File: src/inc/fos_pkg.sv
/*
 * Shared constants for the one-time field and program command sequencer.
 * Assumes a 32-bit APB slave and a 16-bit word flash array port.
 */
package fos_pkg;
   localparam int WORDS = 4;
   localparam int NOPS  = 6;
   // ------------------------------------------------------------
   // Register offsets
   // ------------------------------------------------------------
   localparam logic [7:0] OFS_STAT = 8'h00;
   localparam logic [7:0] OFS_IDX  = 8'h04;
   localparam logic [7:0] OFS_OPER = 8'h08;
   localparam logic [7:0] OFS_MODE = 8'h0C;
   localparam logic [7:0] OFS_PROT = 8'h10;
   // ------------------------------------------------------------
   // Status bit positions, and the protect enable bit of the PROT register
   // ------------------------------------------------------------
   localparam int B_CCF = 7;
   localparam int B_ACC = 5;
   localparam int B_PV  = 4;
   localparam int B_ME  = 1;
   localparam int B_MU  = 0;
   localparam int B_PEN = 31;
   // ------------------------------------------------------------
   // Mode permit bits
   // ------------------------------------------------------------
   localparam int M_RDO = 0;
   localparam int M_PGM = 1;
   localparam int M_PGO = 2;
   localparam logic [2:0] MODE_RST = 3'h7;
   // ------------------------------------------------------------
   // Commands and operand layout
   // ------------------------------------------------------------
   localparam logic [7:0] CMD_RDO = 8'h04;
   localparam logic [7:0] CMD_PGM = 8'h06;
   localparam logic [7:0] CMD_PGO = 8'h07;
   localparam logic [2:0] IX_ONE  = 3'h1;
   localparam logic [2:0] IX_FIVE = 3'h5;
   localparam int OP_DAT = 2;
   localparam logic [15:0] PHR_MAX   = 16'h0007;
   localparam logic [17:0] OTP_BASE  = 18'h00000;
   localparam logic [15:0] ERASED    = 16'hFFFF;
   localparam logic [15:0] INVALID   = 16'hDEAD;
   localparam logic [17:0] PROT_RST  = 18'h3FFFF;
   localparam logic [17:0] WORD_STEP = 18'h00002;
endpackage

File: src/inc/fos_seq_if.sv
/*
 * Carrier between the command sequencer and its four-word walker.
 * Assumes both ends share pclk.
 */
`timescale 1ns/1ns
interface fos_seq_if;
   logic               start;
   logic               wr;
   logic               cmp;
   logic               info;
   logic [17:0]        base;
   logic [3:0][15:0]   wdata;
   logic               done;
   logic [3:0][15:0]   rdata;
   logic               mism;
   logic               err;
   logic               unc;
   modport ctl (output start, wr, cmp, info, base, wdata,
                input done, rdata, mism, err, unc);
   modport seq (input start, wr, cmp, info, base, wdata,
                output done, rdata, mism, err, unc);
endinterface

File: src/core/fos_word_seq.sv
/*
 * Walks four consecutive words over the flash array port, writing or
 * reading, and compares read words with the expected data.
 * Assumes the array answers each request with arr_ack.
 */
`timescale 1ns/1ns
module fos_word_seq
   import fos_pkg::*;
(
   input  wire logic        pclk,
   input  wire logic        presetn,
   fos_seq_if.seq           s,
   output logic             arr_req,
   output logic             arr_we,
   output logic             arr_info,
   output logic [17:0]      arr_addr,
   output logic [15:0]      arr_wdata,
   input  wire logic [15:0] arr_rdata,
   input  wire logic        arr_ack,
   input  wire logic        arr_err,
   input  wire logic        arr_unc
);
   logic [1:0] cnt_q;
   logic       run_q;
   logic       last;

   assign last      = (cnt_q == 2'(WORDS - 1));
   assign arr_req   = run_q;
   assign arr_we    = s.wr;
   assign arr_info  = s.info;
   assign arr_addr  = s.base + 18'(cnt_q) * WORD_STEP;
   assign arr_wdata = s.wdata[cnt_q];

   always_ff @(posedge pclk or negedge presetn) begin
      if (!presetn) begin
         run_q <= 1'b0;
         cnt_q <= '0;
      end else if (s.start) begin
         run_q <= 1'b1;
         cnt_q <= '0;
      end else if (run_q && arr_ack) begin
         run_q <= !last;
         cnt_q <= cnt_q + 2'h1;
      end
   end

   always_ff @(posedge pclk or negedge presetn) begin
      if (!presetn)
         s.done <= 1'b0;
      else
         s.done <= run_q && arr_ack && last;
   end

   // Error sums restart with each walk
   always_ff @(posedge pclk or negedge presetn) begin
      if (!presetn) begin
         s.mism  <= 1'b0;
         s.err   <= 1'b0;
         s.unc   <= 1'b0;
         s.rdata <= '0;
      end else if (s.start) begin
         s.mism <= 1'b0;
         s.err  <= 1'b0;
         s.unc  <= 1'b0;
      end else if (run_q && arr_ack && !s.wr) begin
         s.rdata[cnt_q] <= arr_rdata;
         s.mism <= s.mism | (s.cmp && arr_rdata != s.wdata[cnt_q]);
         s.err  <= s.err | arr_err | arr_unc;
         s.unc  <= s.unc | arr_unc;
      end
   end
endmodule

File: src/core/fos_launch_chk.sv
/*
 * Launch checks for read-once, program and program-once commands.
 * Purely combinational; assumes operands are stable at launch.
 */
`timescale 1ns/1ns
module fos_launch_chk
   import fos_pkg::*;
#(
   parameter logic [17:0] PF_LO = 18'h30000,
   parameter logic [17:0] PF_HI = 18'h3FFFF
)(
   input  wire logic [7:0]  cmd,
   input  wire logic [2:0]  idx,
   input  wire logic [15:0] op1,
   input  wire logic [17:0] addr,
   input  wire logic [2:0]  mode,
   input  wire logic        prot_en,
   input  wire logic [17:0] prot_from,
   output logic             acc,
   output logic             pviol
);
   function automatic logic phr_ok(input logic [15:0] p);
      return p <= PHR_MAX;
   endfunction

   always_comb begin
      acc   = 1'b0;
      pviol = 1'b0;
      case (cmd)
         CMD_RDO: acc = idx != IX_ONE || !mode[M_RDO]
                        || !phr_ok(op1);
         CMD_PGO: acc = idx != IX_FIVE || !mode[M_PGO]
                        || !phr_ok(op1);
         CMD_PGM: begin
            acc = idx != IX_FIVE || !mode[M_PGM]
                  || addr[2:0] != 3'h0
                  || addr < PF_LO || addr > PF_HI;
            pviol = !acc && prot_en && addr >= prot_from;
         end
         default: acc = 1'b1;
      endcase
   end
endmodule

File: src/core/fos_top.sv
/*
 * APB command sequencer for read-once, program and program-once.
 * Assumes an external flash array port with info-area select and
 * a CPU fetch path passed through this block.
 */
// Local design decisions: the address map and the APB interface to the registers.
`timescale 1ns/1ns
module fos_top
   import fos_pkg::*;
#(
   parameter logic [17:0] PF_LO = 18'h30000,
   parameter logic [17:0] PF_HI = 18'h3FFFF
)(
   input  wire logic        pclk,
   input  wire logic        presetn,
   input  wire logic        psel,
   input  wire logic        penable,
   input  wire logic        pwrite,
   input  wire logic [7:0]  paddr,
   input  wire logic [31:0] pwdata,
   output logic [31:0]      prdata,
   output logic             pready,
   output logic             pslverr,
   output logic             arr_req,
   output logic             arr_we,
   output logic             arr_info,
   output logic [17:0]      arr_addr,
   output logic [15:0]      arr_wdata,
   input  wire logic [15:0] arr_rdata,
   input  wire logic        arr_ack,
   input  wire logic        arr_err,
   input  wire logic        arr_unc,
   input  wire logic [15:0] fetch_in,
   output logic [15:0]      fetch_data,
   output logic             fetch_invalid,
   output logic             command_busy
);
   // ------------------------------------------------------------
   // Sequencer states
   // ------------------------------------------------------------
   typedef enum logic [6:0] {
      ST_IDLE   = 7'b0000001,
      ST_CHECK  = 7'b0000010,
      ST_BLANK  = 7'b0000100,
      ST_WRITE  = 7'b0001000,
      ST_VERIFY = 7'b0010000,
      ST_FETCH  = 7'b0100000,
      ST_DONE   = 7'b1000000
   } fos_state_t;

   fos_state_t        state_q;
   fos_state_t        state_d;
   logic [15:0]       command_operand_regs_q [NOPS];
   logic [2:0]        operand_index_q;
   logic [2:0]        mode_q;
   logic              prot_en_q;
   logic [17:0]       prot_from_q;
   logic              command_complete_flag_q;
   logic              access_error_flag_q;
   logic              protection_violation_flag_q;
   logic              margin_status_error_q;
   logic              margin_status_uncorrectable_q;
   logic              start_q;
   logic              wr_acc;
   logic              rd_acc;
   logic              launch;
   logic              chk_acc;
   logic              chk_pv;
   logic              otp_busy;
   logic              acc_set;
   logic              pv_set;
   logic              me_set;
   logic              mu_set;
   logic [7:0]        cmd;
   logic [17:0]       paddr18;
   logic [17:0]       otp_addr;
   logic [31:0]       stat_rd;

   fos_seq_if sif ();

   assign cmd      = command_operand_regs_q[0][15:8];
   assign paddr18  = {command_operand_regs_q[0][1:0],
                      command_operand_regs_q[1]};
   assign otp_addr = OTP_BASE
                     + {12'h000, command_operand_regs_q[1][2:0], 3'h0};

   // ------------------------------------------------------------
   // APB slave, zero wait states
   // ------------------------------------------------------------
   assign pready = 1'b1;
   assign wr_acc = psel && penable && pwrite;
   assign rd_acc = psel && penable && !pwrite;
   assign launch = wr_acc && paddr == OFS_STAT && pwdata[B_CCF]
                   && command_complete_flag_q;

   always_comb begin
      case (paddr)
         OFS_STAT, OFS_IDX, OFS_OPER, OFS_MODE, OFS_PROT: pslverr = 1'b0;
         default: pslverr = psel && penable;
      endcase
   end

   always_comb begin
      stat_rd        = '0;
      stat_rd[B_CCF] = command_complete_flag_q;
      stat_rd[B_ACC] = access_error_flag_q;
      stat_rd[B_PV]  = protection_violation_flag_q;
      stat_rd[B_ME]  = margin_status_error_q;
      stat_rd[B_MU]  = margin_status_uncorrectable_q;
   end

   always_comb begin
      prdata = '0;
      if (rd_acc) begin
         case (paddr)
            OFS_STAT: prdata = stat_rd;
            OFS_IDX:  prdata = {29'h0, operand_index_q};
            OFS_OPER: prdata = operand_index_q < 3'(NOPS)
                               ? {16'h0,
                                  command_operand_regs_q[operand_index_q]}
                               : '0;
            OFS_MODE: prdata = {29'h0, mode_q};
            OFS_PROT: prdata = {prot_en_q, 13'h0, prot_from_q};
            default:  prdata = '0;
         endcase
      end
   end

   // ------------------------------------------------------------
   // Configuration registers
   // ------------------------------------------------------------
   always_ff @(posedge pclk or negedge presetn) begin
      if (!presetn) begin
         operand_index_q <= '0;
         mode_q          <= MODE_RST;
         prot_en_q       <= 1'b0;
         prot_from_q     <= PROT_RST;
      end else if (wr_acc && command_complete_flag_q) begin
         // Settings stay frozen while a command runs
         case (paddr)
            OFS_IDX:  operand_index_q <= pwdata[2:0];
            OFS_MODE: mode_q <= pwdata[2:0];
            OFS_PROT: begin
               prot_en_q   <= pwdata[B_PEN];
               prot_from_q <= pwdata[17:0];
            end
            default: ;
         endcase
      end
   end

   // ------------------------------------------------------------
   // Operand registers
   // ------------------------------------------------------------
   for (genvar i = 0; i < NOPS; i++) begin : g_op
      // Clamped so slots 0 and 1 never select outside the walker data
      localparam int RI = i >= OP_DAT ? i - OP_DAT : 0;
      always_ff @(posedge pclk or negedge presetn) begin
         if (!presetn)
            command_operand_regs_q[i] <= '0;
         else if (state_q == ST_FETCH && sif.done && i >= OP_DAT)
            command_operand_regs_q[i] <=
               sif.rdata[RI];
         else if (wr_acc && paddr == OFS_OPER && command_complete_flag_q
                  && operand_index_q == 3'(i))
            command_operand_regs_q[i] <= pwdata[15:0];
      end
   end

   // ------------------------------------------------------------
   // Launch checks
   // ------------------------------------------------------------
   fos_launch_chk #(
      .PF_LO     (PF_LO),
      .PF_HI     (PF_HI)
   ) u_chk (
      .cmd       (cmd),
      .idx       (operand_index_q),
      .op1       (command_operand_regs_q[1]),
      .addr      (paddr18),
      .mode      (mode_q),
      .prot_en   (prot_en_q),
      .prot_from (prot_from_q),
      .acc       (chk_acc),
      .pviol     (chk_pv)
   );

   // ------------------------------------------------------------
   // Command state machine
   // ------------------------------------------------------------
   always_comb begin
      state_d = state_q;
      case (state_q)
         ST_IDLE:   if (launch) state_d = ST_CHECK;
         ST_CHECK: begin
            if (chk_acc || chk_pv)
               state_d = ST_DONE;
            else if (cmd == CMD_RDO)
               state_d = ST_FETCH;
            else if (cmd == CMD_PGO)
               state_d = ST_BLANK;
            else
               state_d = ST_WRITE;
         end
         ST_BLANK: begin
            if (sif.done)
               state_d = sif.mism ? ST_DONE : ST_WRITE;
         end
         ST_WRITE:  if (sif.done) state_d = ST_VERIFY;
         ST_VERIFY: if (sif.done) state_d = ST_DONE;
         ST_FETCH:  if (sif.done) state_d = ST_DONE;
         ST_DONE:   state_d = ST_IDLE;
         default:   state_d = ST_IDLE;
      endcase
   end

   always_ff @(posedge pclk or negedge presetn) begin
      if (!presetn)
         state_q <= ST_IDLE;
      else
         state_q <= state_d;
   end

   // Walker start pulses on entry to each array phase
   always_ff @(posedge pclk or negedge presetn) begin
      if (!presetn)
         start_q <= 1'b0;
      else
         start_q <= state_d != state_q
                    && (state_d == ST_BLANK || state_d == ST_WRITE
                        || state_d == ST_VERIFY || state_d == ST_FETCH);
   end

   assign sif.start = start_q;
   assign sif.wr    = state_q == ST_WRITE;
   assign sif.cmp   = state_q == ST_BLANK || state_q == ST_VERIFY;
   assign sif.info  = cmd != CMD_PGM;
   assign sif.base  = cmd == CMD_PGM ? paddr18 : otp_addr;

   always_comb begin
      for (int w = 0; w < WORDS; w++)
         sif.wdata[w] = state_q == ST_BLANK
                        ? ERASED
                        : command_operand_regs_q[OP_DAT + w];
   end

   fos_word_seq u_seq (
      .pclk      (pclk),
      .presetn   (presetn),
      .s         (sif),
      .arr_req   (arr_req),
      .arr_we    (arr_we),
      .arr_info  (arr_info),
      .arr_addr  (arr_addr),
      .arr_wdata (arr_wdata),
      .arr_rdata (arr_rdata),
      .arr_ack   (arr_ack),
      .arr_err   (arr_err),
      .arr_unc   (arr_unc)
   );

   // ------------------------------------------------------------
   // Status flags, set wins over clear
   // ------------------------------------------------------------
   assign acc_set = (state_q == ST_CHECK && chk_acc)
                    || (state_q == ST_BLANK && sif.done
                        && sif.mism);
   assign pv_set  = state_q == ST_CHECK && chk_pv;
   assign me_set  = sif.done && (state_q == ST_FETCH
                    || state_q == ST_VERIFY)
                    && (sif.err || (state_q == ST_VERIFY
                        && sif.mism));
   assign mu_set  = sif.done && sif.unc && (state_q == ST_FETCH
                    || state_q == ST_VERIFY);

   always_ff @(posedge pclk or negedge presetn) begin
      if (!presetn)
         command_complete_flag_q <= 1'b1;
      else if (state_q == ST_DONE)
         command_complete_flag_q <= 1'b1;
      else if (launch)
         command_complete_flag_q <= 1'b0;
   end

   always_ff @(posedge pclk or negedge presetn) begin
      if (!presetn) begin
         access_error_flag_q         <= 1'b0;
         protection_violation_flag_q <= 1'b0;
      end else begin
         access_error_flag_q <= acc_set || (access_error_flag_q
            && !(wr_acc && paddr == OFS_STAT && pwdata[B_ACC]));
         protection_violation_flag_q <= pv_set
            || (protection_violation_flag_q
                && !(wr_acc && paddr == OFS_STAT && pwdata[B_PV]));
      end
   end

   // Margin flags describe the latest command only
   always_ff @(posedge pclk or negedge presetn) begin
      if (!presetn) begin
         margin_status_error_q         <= 1'b0;
         margin_status_uncorrectable_q <= 1'b0;
      end else if (launch) begin
         margin_status_error_q         <= 1'b0;
         margin_status_uncorrectable_q <= 1'b0;
      end else begin
         margin_status_error_q <= margin_status_error_q | me_set;
         margin_status_uncorrectable_q <=
            margin_status_uncorrectable_q | mu_set;
      end
   end

   // ------------------------------------------------------------
   // CPU fetch path
   // ------------------------------------------------------------
   assign otp_busy = !command_complete_flag_q && cmd != CMD_PGM;
   assign command_busy = !command_complete_flag_q;

   // Software must keep its code outside this array here
   always_ff @(posedge pclk or negedge presetn) begin
      if (!presetn) begin
         fetch_data    <= '0;
         fetch_invalid <= 1'b0;
      end else begin
         fetch_data    <= otp_busy ? INVALID : fetch_in;
         fetch_invalid <= otp_busy;
      end
   end
endmodule

File: config.mk
export PLATFORM = sky130hd
export DESIGN_NAME = fos_top
export DESIGN_NICKNAME = d
export VERILOG_FILES = /design/src/inc/fos_pkg.sv /design/src/inc/fos_seq_if.sv /design/src/core/fos_word_seq.sv /design/src/core/fos_launch_chk.sv /design/src/core/fos_top.sv
export SDC_FILE = /design/constraint.sdc
export NUM_CORES = 1
export LEC_CHECK = 0
export BUFFER_PORTS_ARGS = -buffer_cell sky130_fd_sc_hd__buf_2
export CORE_MARGIN = 4
export CORE_UTILIZATION = 27
export CTS_BUF_LIST = sky130_fd_sc_hd__clkbuf_4 sky130_fd_sc_hd__clkbuf_8
export DETAILED_ROUTE_END_ITERATION = 6
export GPL_TIMING_DRIVEN = 0
export PLACE_DENSITY_LB_ADDON = 0.2
export SLEW_MARGIN = 20
export SYNTH_ARGS = -nofsm -noshare
export SYNTH_HDL_FRONTEND = slang
export SYNTH_SLANG_ARGS = --single-unit
File: constraint.sdc
create_clock -name pclk -period 4.6 [get_ports pclk]
set_input_delay 0.69 -clock pclk [delete_from_list [all_inputs] [get_ports pclk]]
set_output_delay 0.69 -clock pclk [all_outputs]
set_load 0.01 [all_outputs]
==> results of run 1 <==
==> how the worst max path moves through the flow <==
stage / endpoint / from / slack [ns]
finish: arr_addr[17] / cmd[5] / 0.27
global route: arr_wdata[3] / state_q[4] / 0.04
CTS: arr_addr[17] / cmd[5] / 0.07
detailed placement: arr_addr[17] / u_seq.cnt_q[1] / -0.24
global placement: protection_violation_flag_q / presetn / -1.30
floorplan: arr_addr[17] / cmd[5] / 0.93
==> through the flow <==
step / TNS, ns / power (mW) / std cells
detailed placement: -0.620 / 2.24 / 1863
global placement: -255.53 / 2.23 / 1860
CTS: 0 / 4.27 / 1934
finish: 0 / 4.21 / 1935
global route: 0 / 4.38 / 1934
floorplan: 0 / 2.10 / 1138
==> state kept, by name, indices dropped and copies added (netlist names), 2 cells and up <==
register	count
cmd	8
command_operand_regs_q	88
fetch_data	16
mode_q	3
operand_index_q	3
prot_from_q	18
state_q	7
u_seq.cnt_q	2
u_seq.s.rdata	64
==> timing repair <==
item                                    4_1_cts  5_1_grt
buffers inserted                              3        0
cloned                                        0        0
hold buffers                                  0        0
resized for setup                            11        2
endpoints found under the setup margin        9        3
pin swaps                                     1        1
==> Yosys cell counts (18+ instances only) <==
library cell	instances	share of area, %
sky130_fd_sc_hd__mux2_2	113	10
sky130_fd_sc_hd__ha_1	24	2.5
sky130_fd_sc_hd__nor2_1	103	3.2
sky130_fd_sc_hd__o21ai_0	39	1.6
sky130_fd_sc_hd__mux4_2	31	5.7
sky130_fd_sc_hd__or2_2	27	1.4
sky130_fd_sc_hd__a21oi_1	101	4.1
sky130_fd_sc_hd__dfrtp_1	199	41
sky130_fd_sc_hd__nand3_1	19	0.78
sky130_fd_sc_hd__dfstp_2	23	4.9
sky130_fd_sc_hd__mux2i_1	73	6.0
sky130_fd_sc_hd__clkbuf_1	25	0.77
sky130_fd_sc_hd__inv_1	37	1.1
sky130_fd_sc_hd__buf_2	19	0.78
sky130_fd_sc_hd__buf_4	18	1.1
sky130_fd_sc_hd__nand2_1	80	2.5
==> power breakdown <==
group | leakage, nW | switching, mW | internal [mW]
Sequential | 2.59 | 0.0129 | 1.97
Clock | 0.449 | 0.854 | 1.15
Combinational | 4.01 | 0.142 | 0.0758
Total | 7.05 | 1.01 | 3.20
==> logic make-up (layout without fill, tap and decap cells) <==
| logic type | Yosys count | in the layout |
|---|---|---|
| adders and majority gates | 25 | 25 |
| other | 2 | 15 |
| AOI/OAI and AO/OA | 206 | 206 |
| and+or+nand+nor | 312 | 312 |
| xor gates and xnor gates | 23 | 23 |
| muxes | 217 | 217 |
| DFF | 222 | 222 |
| buffers and inverters | 119 | 323 |
==> metal layers <==
layer,vias to the layer above,part of all wire (%)
met5,-,0
met4,0,2.1
met3,60,4.5
met2,240,46
met1,4727,47
li1,4405,-
==> critical path, cell delays in order, from the launching register on <==
cell,delay [ns]
sky130_fd_sc_hd__dfrtp_1,0.41
sky130_fd_sc_hd__nor4_4,0.27
sky130_fd_sc_hd__buf_4,0.18
sky130_fd_sc_hd__and3_1,0.15
sky130_fd_sc_hd__buf_4,0.19
sky130_fd_sc_hd__and2_1,0.15
sky130_fd_sc_hd__ha_1,0.16
sky130_fd_sc_hd__inv_1,0.06
sky130_fd_sc_hd__fa_2,0.38
sky130_fd_sc_hd__nor2b_2,0.17
sky130_fd_sc_hd__nand3_1,0.16
sky130_fd_sc_hd__nor3_4,0.24
sky130_fd_sc_hd__nand4_1,0.15
sky130_fd_sc_hd__xor2_1,0.17
sky130_fd_sc_hd__nor2_1,0.10
sky130_fd_sc_hd__buf_2,0.15
==> area by class of cell <==
type / count / area, µm² / share of cell area [%]
inverters: 38 / 146 / 0.997
well taps: 592 / 741 / 5.04
diodes: 1 / 2.50 / 0.0170
clock buffers: 64 / 800 / 5.44
multi-input cells: 797 / 6170 / 42.0
repair buffers: 136 / 766 / 5.21
flip-flops and latches: 222 / 5580 / 38.0
clock inverters: 4 / 47.5 / 0.324
plain buffers: 81 / 434 / 2.96
==> summary.txt, run 1 <==
Synth
  • Register bit count reported by yosys: 222
  • Syn Area/Cell: 10.9 µm²
  • Fraction of synthesized cell area in xor and xnor cells: 1.65%
  • Top FF cell, synth: sky130_fd_sc_hd__dfrtp_1
  • Mux cell area share after synthesis: 22.1%
  • Compound-gate portion of the synthesized area: 10.2%
  • Share of synthesized cell area in full adder, half adder and majority cells: 2.62%
  • Combinational family with the most area after synthesis: multiplexers
  • Synth cell types: 73
  • Number of enable flip-flop cells after synthesis: 0
  • Async set-or-reset flop fraction in the synthesized netlist: 100%
  • Post-synthesis share of cell area spent on and, or, nand and nor gates: 13.1%
  • Portion of the post-synthesis area used by sequential elements: 45.6%
  • Netlist area before placement: 12200 µm²
  • Synth Instances: 1126
  • Number of warnings reported in the yosys synthesis log: 0

Timing
  • Final critical delay including setup and external delays: 4.33 ns
  • Minimum hold slack: 0.0225 ns
  • Worst-case headroom to the max-slew limit: 37.5%
  • Worst setup slack after layout: 0.271 ns
  • Final Cycle Share: 94.1%
  • Max-slew violations: 0
  • Post-route clock skew: 0.0187 ns
  • RSZ-0062 raised after global routing: false
  • Actual slew at the worst max-slew pin: 0.934 ns
  • Number of hold violations in the final report: 0
  • Maximum frequency from static timing analysis: 231 MHz
  • Setup Viol. Count Final: 0

Drt
  • Post-DR vias/cell: 4.87
  • DR pass1 iterations: 5
  • Residual DRC: 0
  • DRT iter0 DRCs: 700
  • Total number of vias: 9432
  • Total Wirelength: 42600 µm
  • Detailed-route wire length per cell: 22.0 µm
  • Post-detailed-route count of antenna-violating nets: 0

Clocking
  • Number of buffers added by the clock tree synthesis step: 42
  • Clock buffer depth: 3
  • Count of clock tree sinks: 222
  • Clk pin slew, worst setup/hold paths: 0.05 ns
  • Clock latency at the later pin of the worst-skew pair: 0.56 ns
  • Clock tree from TritonCTS: done
  • Maximum level of the CTS H-tree: 2
  • Clock Tree Root: sky130_fd_sc_hd__clkbuf_8

Floorplanning
  • Starting density of the core: 27.5%
  • Die width: 221 µm
  • Number of top-level design ports: 169
  • Core box area: 44500 µm²
  • Full die area: 48800 µm²
  • Rows: 77
  • Die outline height: 221 µm

Layout
  • Share of post-route cells with drive strength above 1: 34.6%
  • Layout Cell Area excl Fill: 14700 µm²
  • Syn-to-layout area delta: 20.1%
  • Number of fill cells in the layout: 4635
  • Nets: 1423
  • Final core utilization: 33.0%
  • Leading cell type in the layout, fill and taps excluded: sky130_fd_sc_hd__dfrtp_1
  • Most used cells in the layout excluding fill and tap cells: 199 x sky130_fd_sc_hd__dfrtp_1, 147 x sky130_fd_sc_hd__buf_2, 113 x sky130_fd_sc_hd__mux2_2

Power and ir drop
  • Leakage power total: 7.05 nW
  • Pwr per Cell Area: 287 nW/µm²
  • Largest voltage drop on the vdd net: 0.146 mV

Placement
  • Worst setup slack after placement: -0.243 ns
  • Port Buf Inserts: 130
  • Post-DP HPWL: 33500 µm
  • Placed Instance Area: 13800 µm²
  • Routability cong.: 0.820

Global routing
  • Global Route Usage Sum: 17.1%
  • Antenna violations before repair: 2
  • Global-route wire length before repair: 64300 µm
  • Vias in the first global route: 9801
  • Maximum number of pins on one net before global-route repair: 72
  • Global-route met2 utilization: 27.6%
  • Global route hottest layer: met2
  • Met1 global-route usage: 24.2%
  • Grt met3 use: 2.54%
  • Total global routing overflow: 0

Outcome
  • Outcome: finished, final reports clean

Hold path
  • Worst min-delay path class: input pin to asynchronous set/reset pin

Critical path
  • Reg2Reg Depth: 11
  • Path type of the worst setup path: register to output pin
  • Element type at the critical path end: output pin
  • Critical Path AT: 3.64 ns
  • Reg-to-reg slack, setup: 0.68 ns
  • Reg-to-Reg End: u_seq.s.mism
  • Worst Path Required: 3.91 ns
  • Largest fanout on the critical path: 8
  • FF-to-FF Start: state_q[4]
  • Type of origin of the critical path: register

Run
  • Max cap viols: 0
Note: power is estimated with default switching activity, not from simulation.
==> run 2: changes to the inputs <==
MAX_ROUTING_LAYER = met4   (was unset)
==> summary.txt, run 2 (synthesis results as in run 1) <==
Drt
  • Detailed-route wire length per cell: 22.0 µm (+0.22%)
  • DRT iter0 DRCs: 645 (-7.9%)
  • Residual DRC: 0 (unchanged)
  • DR pass1 iterations: 5 (unchanged)
  • Total number of vias: 9431 (-0.011%)
  • Post-detailed-route count of antenna-violating nets: 0 (unchanged)
  • Post-DR vias/cell: 4.88 (about the same)
  • Total Wirelength: 42600 µm (+0.17%)

Timing
  • Minimum hold slack: 0.0220 ns (-0.000528 ns)
  • Actual slew at the worst max-slew pin: 0.972 ns (+0.0382 ns)
  • Final critical delay including setup and external delays: 4.32 ns (-0.0132 ns)
  • Max-slew violations: 0 (unchanged)
  • Total Negative Setup Slacks: 0 ns (unchanged)
  • Final Cycle Share: 93.8% (-0.29 points)
  • Post-route clock skew: 0.0192 ns (+0.000487 ns)
  • Worst-case headroom to the max-slew limit: 34.9% (-2.6 points)
  • Maximum frequency from static timing analysis: 232 MHz (+0.31%)
  • Number of hold violations in the final report: 0 (unchanged)
  • RSZ-0062 raised after global routing: false
  • Setup Viol. Count Final: 0 (unchanged)

Floorplanning
  • Number of top-level design ports: 169 (unchanged)
  • Starting density of the core: 27.5% (unchanged)
  • Core box area: 44500 µm² (unchanged)
  • Die width: 221 µm (unchanged)
  • Die outline height: 221 µm (unchanged)
  • Rows: 77 (unchanged)
  • Full die area: 48800 µm² (unchanged)

Clocking
  • Clock buffer depth: 3 (unchanged)
  • Number of buffers added by the clock tree synthesis step: 42 (unchanged)
  • Clk pin slew, worst setup/hold paths: 0.06 ns (about the same)
  • Total of hold buffers inserted after clock tree synthesis: 0 (unchanged)
  • Clock Tree Root: sky130_fd_sc_hd__clkbuf_8
  • Maximum level of the CTS H-tree: 2 (unchanged)
  • Clock tree from TritonCTS: done
  • Count of clock tree sinks: 222 (unchanged)
  • Clock latency at the later pin of the worst-skew pair: 0.56 ns (about the same)

Critical path
  • Largest fanout on the critical path: 8 (unchanged)
  • Delay contributed by the slowest stage of the critical path: 0.52 ns (+0.11 ns)
  • Critical Path AT: 3.63 ns (about the same)
  • Path type of the worst setup path: register to output pin
  • Cell count along the critical path: 14 (-1)
  • Worst Path Required: 3.91 ns (about the same)
  • Buffers and inverters on the worst path: 3 (-1)
  • Critical path cell sequence: nor2b_4 -> and3_1 -> buf_4 -> and2_1 -> ha_1 -> inv_1 -> fa_2 -> nor2b_2 -> nand3_1 -> nor3_4 -> nand4_1 -> xor2_1 -> nor2_1 -> buf_2
  • Worst-path cell with the longest stage delay: sky130_fd_sc_hd__dfrtp_1
  • Crit path max-delay family: simple AND/OR/NAND/NOR gates
  • Reg2Reg Depth: 11 (unchanged)
  • Type of origin of the critical path: register
  • Element type at the critical path end: output pin

Placement
  • Post-DP HPWL: 33500 µm (unchanged)
  • Port Buf Inserts: 130 (unchanged)
  • Routability cong.: 0.832 (+1.5%)
  • Inst Count DP: 1863 (unchanged)

Hold path
  • Worst min-delay path class: input pin to asynchronous set/reset pin

Power and ir drop
  • Cell-internal power: 3.20 mW (about the same)
  • Switching power summed over all nets: 1.01 mW (about the same)
  • Final Total Pwr: 4.21 mW (about the same)
  • Clock network power share: 47.6% (about the same)
  • Power share of the sequential group: 47.2% (about the same)
  • Combinational share of power: 5.2% (about the same)
  • Largest voltage drop on the vdd net: 0.147 mV (+0.62%)
  • Pwr per Cell Area: 287 nW/µm² (about the same)
  • Leakage power total: 7.05 nW (about the same)
  • Switching Fraction: 24.0% (about the same)

Layout
  • Sequential cell area: 5580 µm² (unchanged)
  • Number of flip-flops in the largest register: 88 (unchanged)
  • Multi-input gate area: 6170 µm² (unchanged)
  • Syn-to-layout area delta: 20.0% (about the same)
  • Number of fill cells in the layout: 4636 (+0.022%)
  • Largest registers in the final layout: command_operand_regs_q: 88 flops, u_seq.s.rdata: 64 flops, prot_from_q: 18 flops
  • Register with the most flip-flops: command_operand_regs_q
  • Number of antenna repair diodes: 0 (-1)
  • Share of post-route cells with drive strength above 1: 34.6% (unchanged)
  • Nets: 1423 (unchanged)
  • Most used cells in the layout excluding fill and tap cells: 199 x sky130_fd_sc_hd__dfrtp_1, 147 x sky130_fd_sc_hd__buf_2, 113 x sky130_fd_sc_hd__mux2_2
  • Finished Layout Cells: 1934 (-0.052%)
  • Leading cell type in the layout, fill and taps excluded: sky130_fd_sc_hd__dfrtp_1

Run
  • Max cap viols: 0 (unchanged)

Global routing
  • Maximum number of pins on one net before global-route repair: 72 (unchanged)
  • Total global routing overflow: 0 (unchanged)
  • Global Route Usage Sum: 17.6% (+0.52 points)
  • Vias in the first global route: 9794 (-0.071%)
  • Antenna violations before repair: 2 (unchanged)
  • Global-route wire length before repair: 64300 µm (about the same)

Outcome
  • Outcome: finished, final reports clean
run 2: cell types whose count changed in the layout (fill, tap and decap cells not counted):
cell | before | now
sky130_fd_sc_hd__diode_2 | 1 | 0
run 2: layout make-up:
class,instances,share of cell area [%]
Buffer,81,2.96
Clock buffer,64,5.44
Clock inverter,4,0.324
Inverter,38,0.997
Multi-Input combinational cell,797,42.0
Sequential cell,222,38.0
Tap cell,592,5.04
Timing Repair Buffer,136,5.21
run 2: routing by layer:
layer,vias to the layer above,global-route usage [%],part of all wire [%]
met4,0,4.25,2.1
li1,4408,-,-
met3,59,2.35,4.5
met5,-,-,0
met2,252,27.5,46
met1,4712,24.4,47
run 2: worst register-to-register path: cells and delay by family, from the launching register on:
family | cells | cell delay [ns]
AND/OR/NAND/NOR | 4 | 1.73
buffers and inverters | 4 | 1.22
AO/OA/AOI/OAI | 3 | 0.51
flip-flops | 1 | 0.35
run 2: final timing paths:
check / startpoint / endpoint / slack (ns)
max in group asynchronous: presetn / state_q[0] / 3.51
min in group pclk: fetch_in[3] / fetch_data[3] / 0.32
setup reg to reg: state_q[4] / u_seq.s.mism / 0.66
hold / removal: presetn / u_seq.s.rdata[29] / 0.02
setup / recovery: cmd[1] / arr_addr[17] / 0.28
hold reg to reg: protection_violation_flag_q / protection_violation_flag_q / 0.50
run 2: what timing repair did:
item,4_1_cts,5_1_grt
setup buffers,3,0
resized for setup,11,2
pin swaps,1,1
setup endpoints to repair,9,3
run 2: power groups by stage:
stage          registers [mW]  clock network (mW)  logic, mW
3_3_place_gp             2.02                   0      0.210
3_5_place_dp             2.02                   0      0.223
6_report                 1.99                2.00      0.219
5_1_grt                  1.99                2.14      0.244
4_1_cts                  1.99                2.06      0.223
2_1_floorplan            2.02                   0     0.0826
run 2: metrics by stage:
| stage | utilization (%) | worst slack, ns | area, µm² |
|---|---|---|---|
| floorplan | - | 0.930 | 12300 |
| global placement | 30.7 | -1.30 | 13700 |
| detailed placement | 30.9 | -0.243 | 13800 |
| CTS | 33.0 | 0.0699 | 14700 |
| global route | 33.0 | 0.0392 | 14700 |
| finish | 33.0 | 0.284 | 14700 |
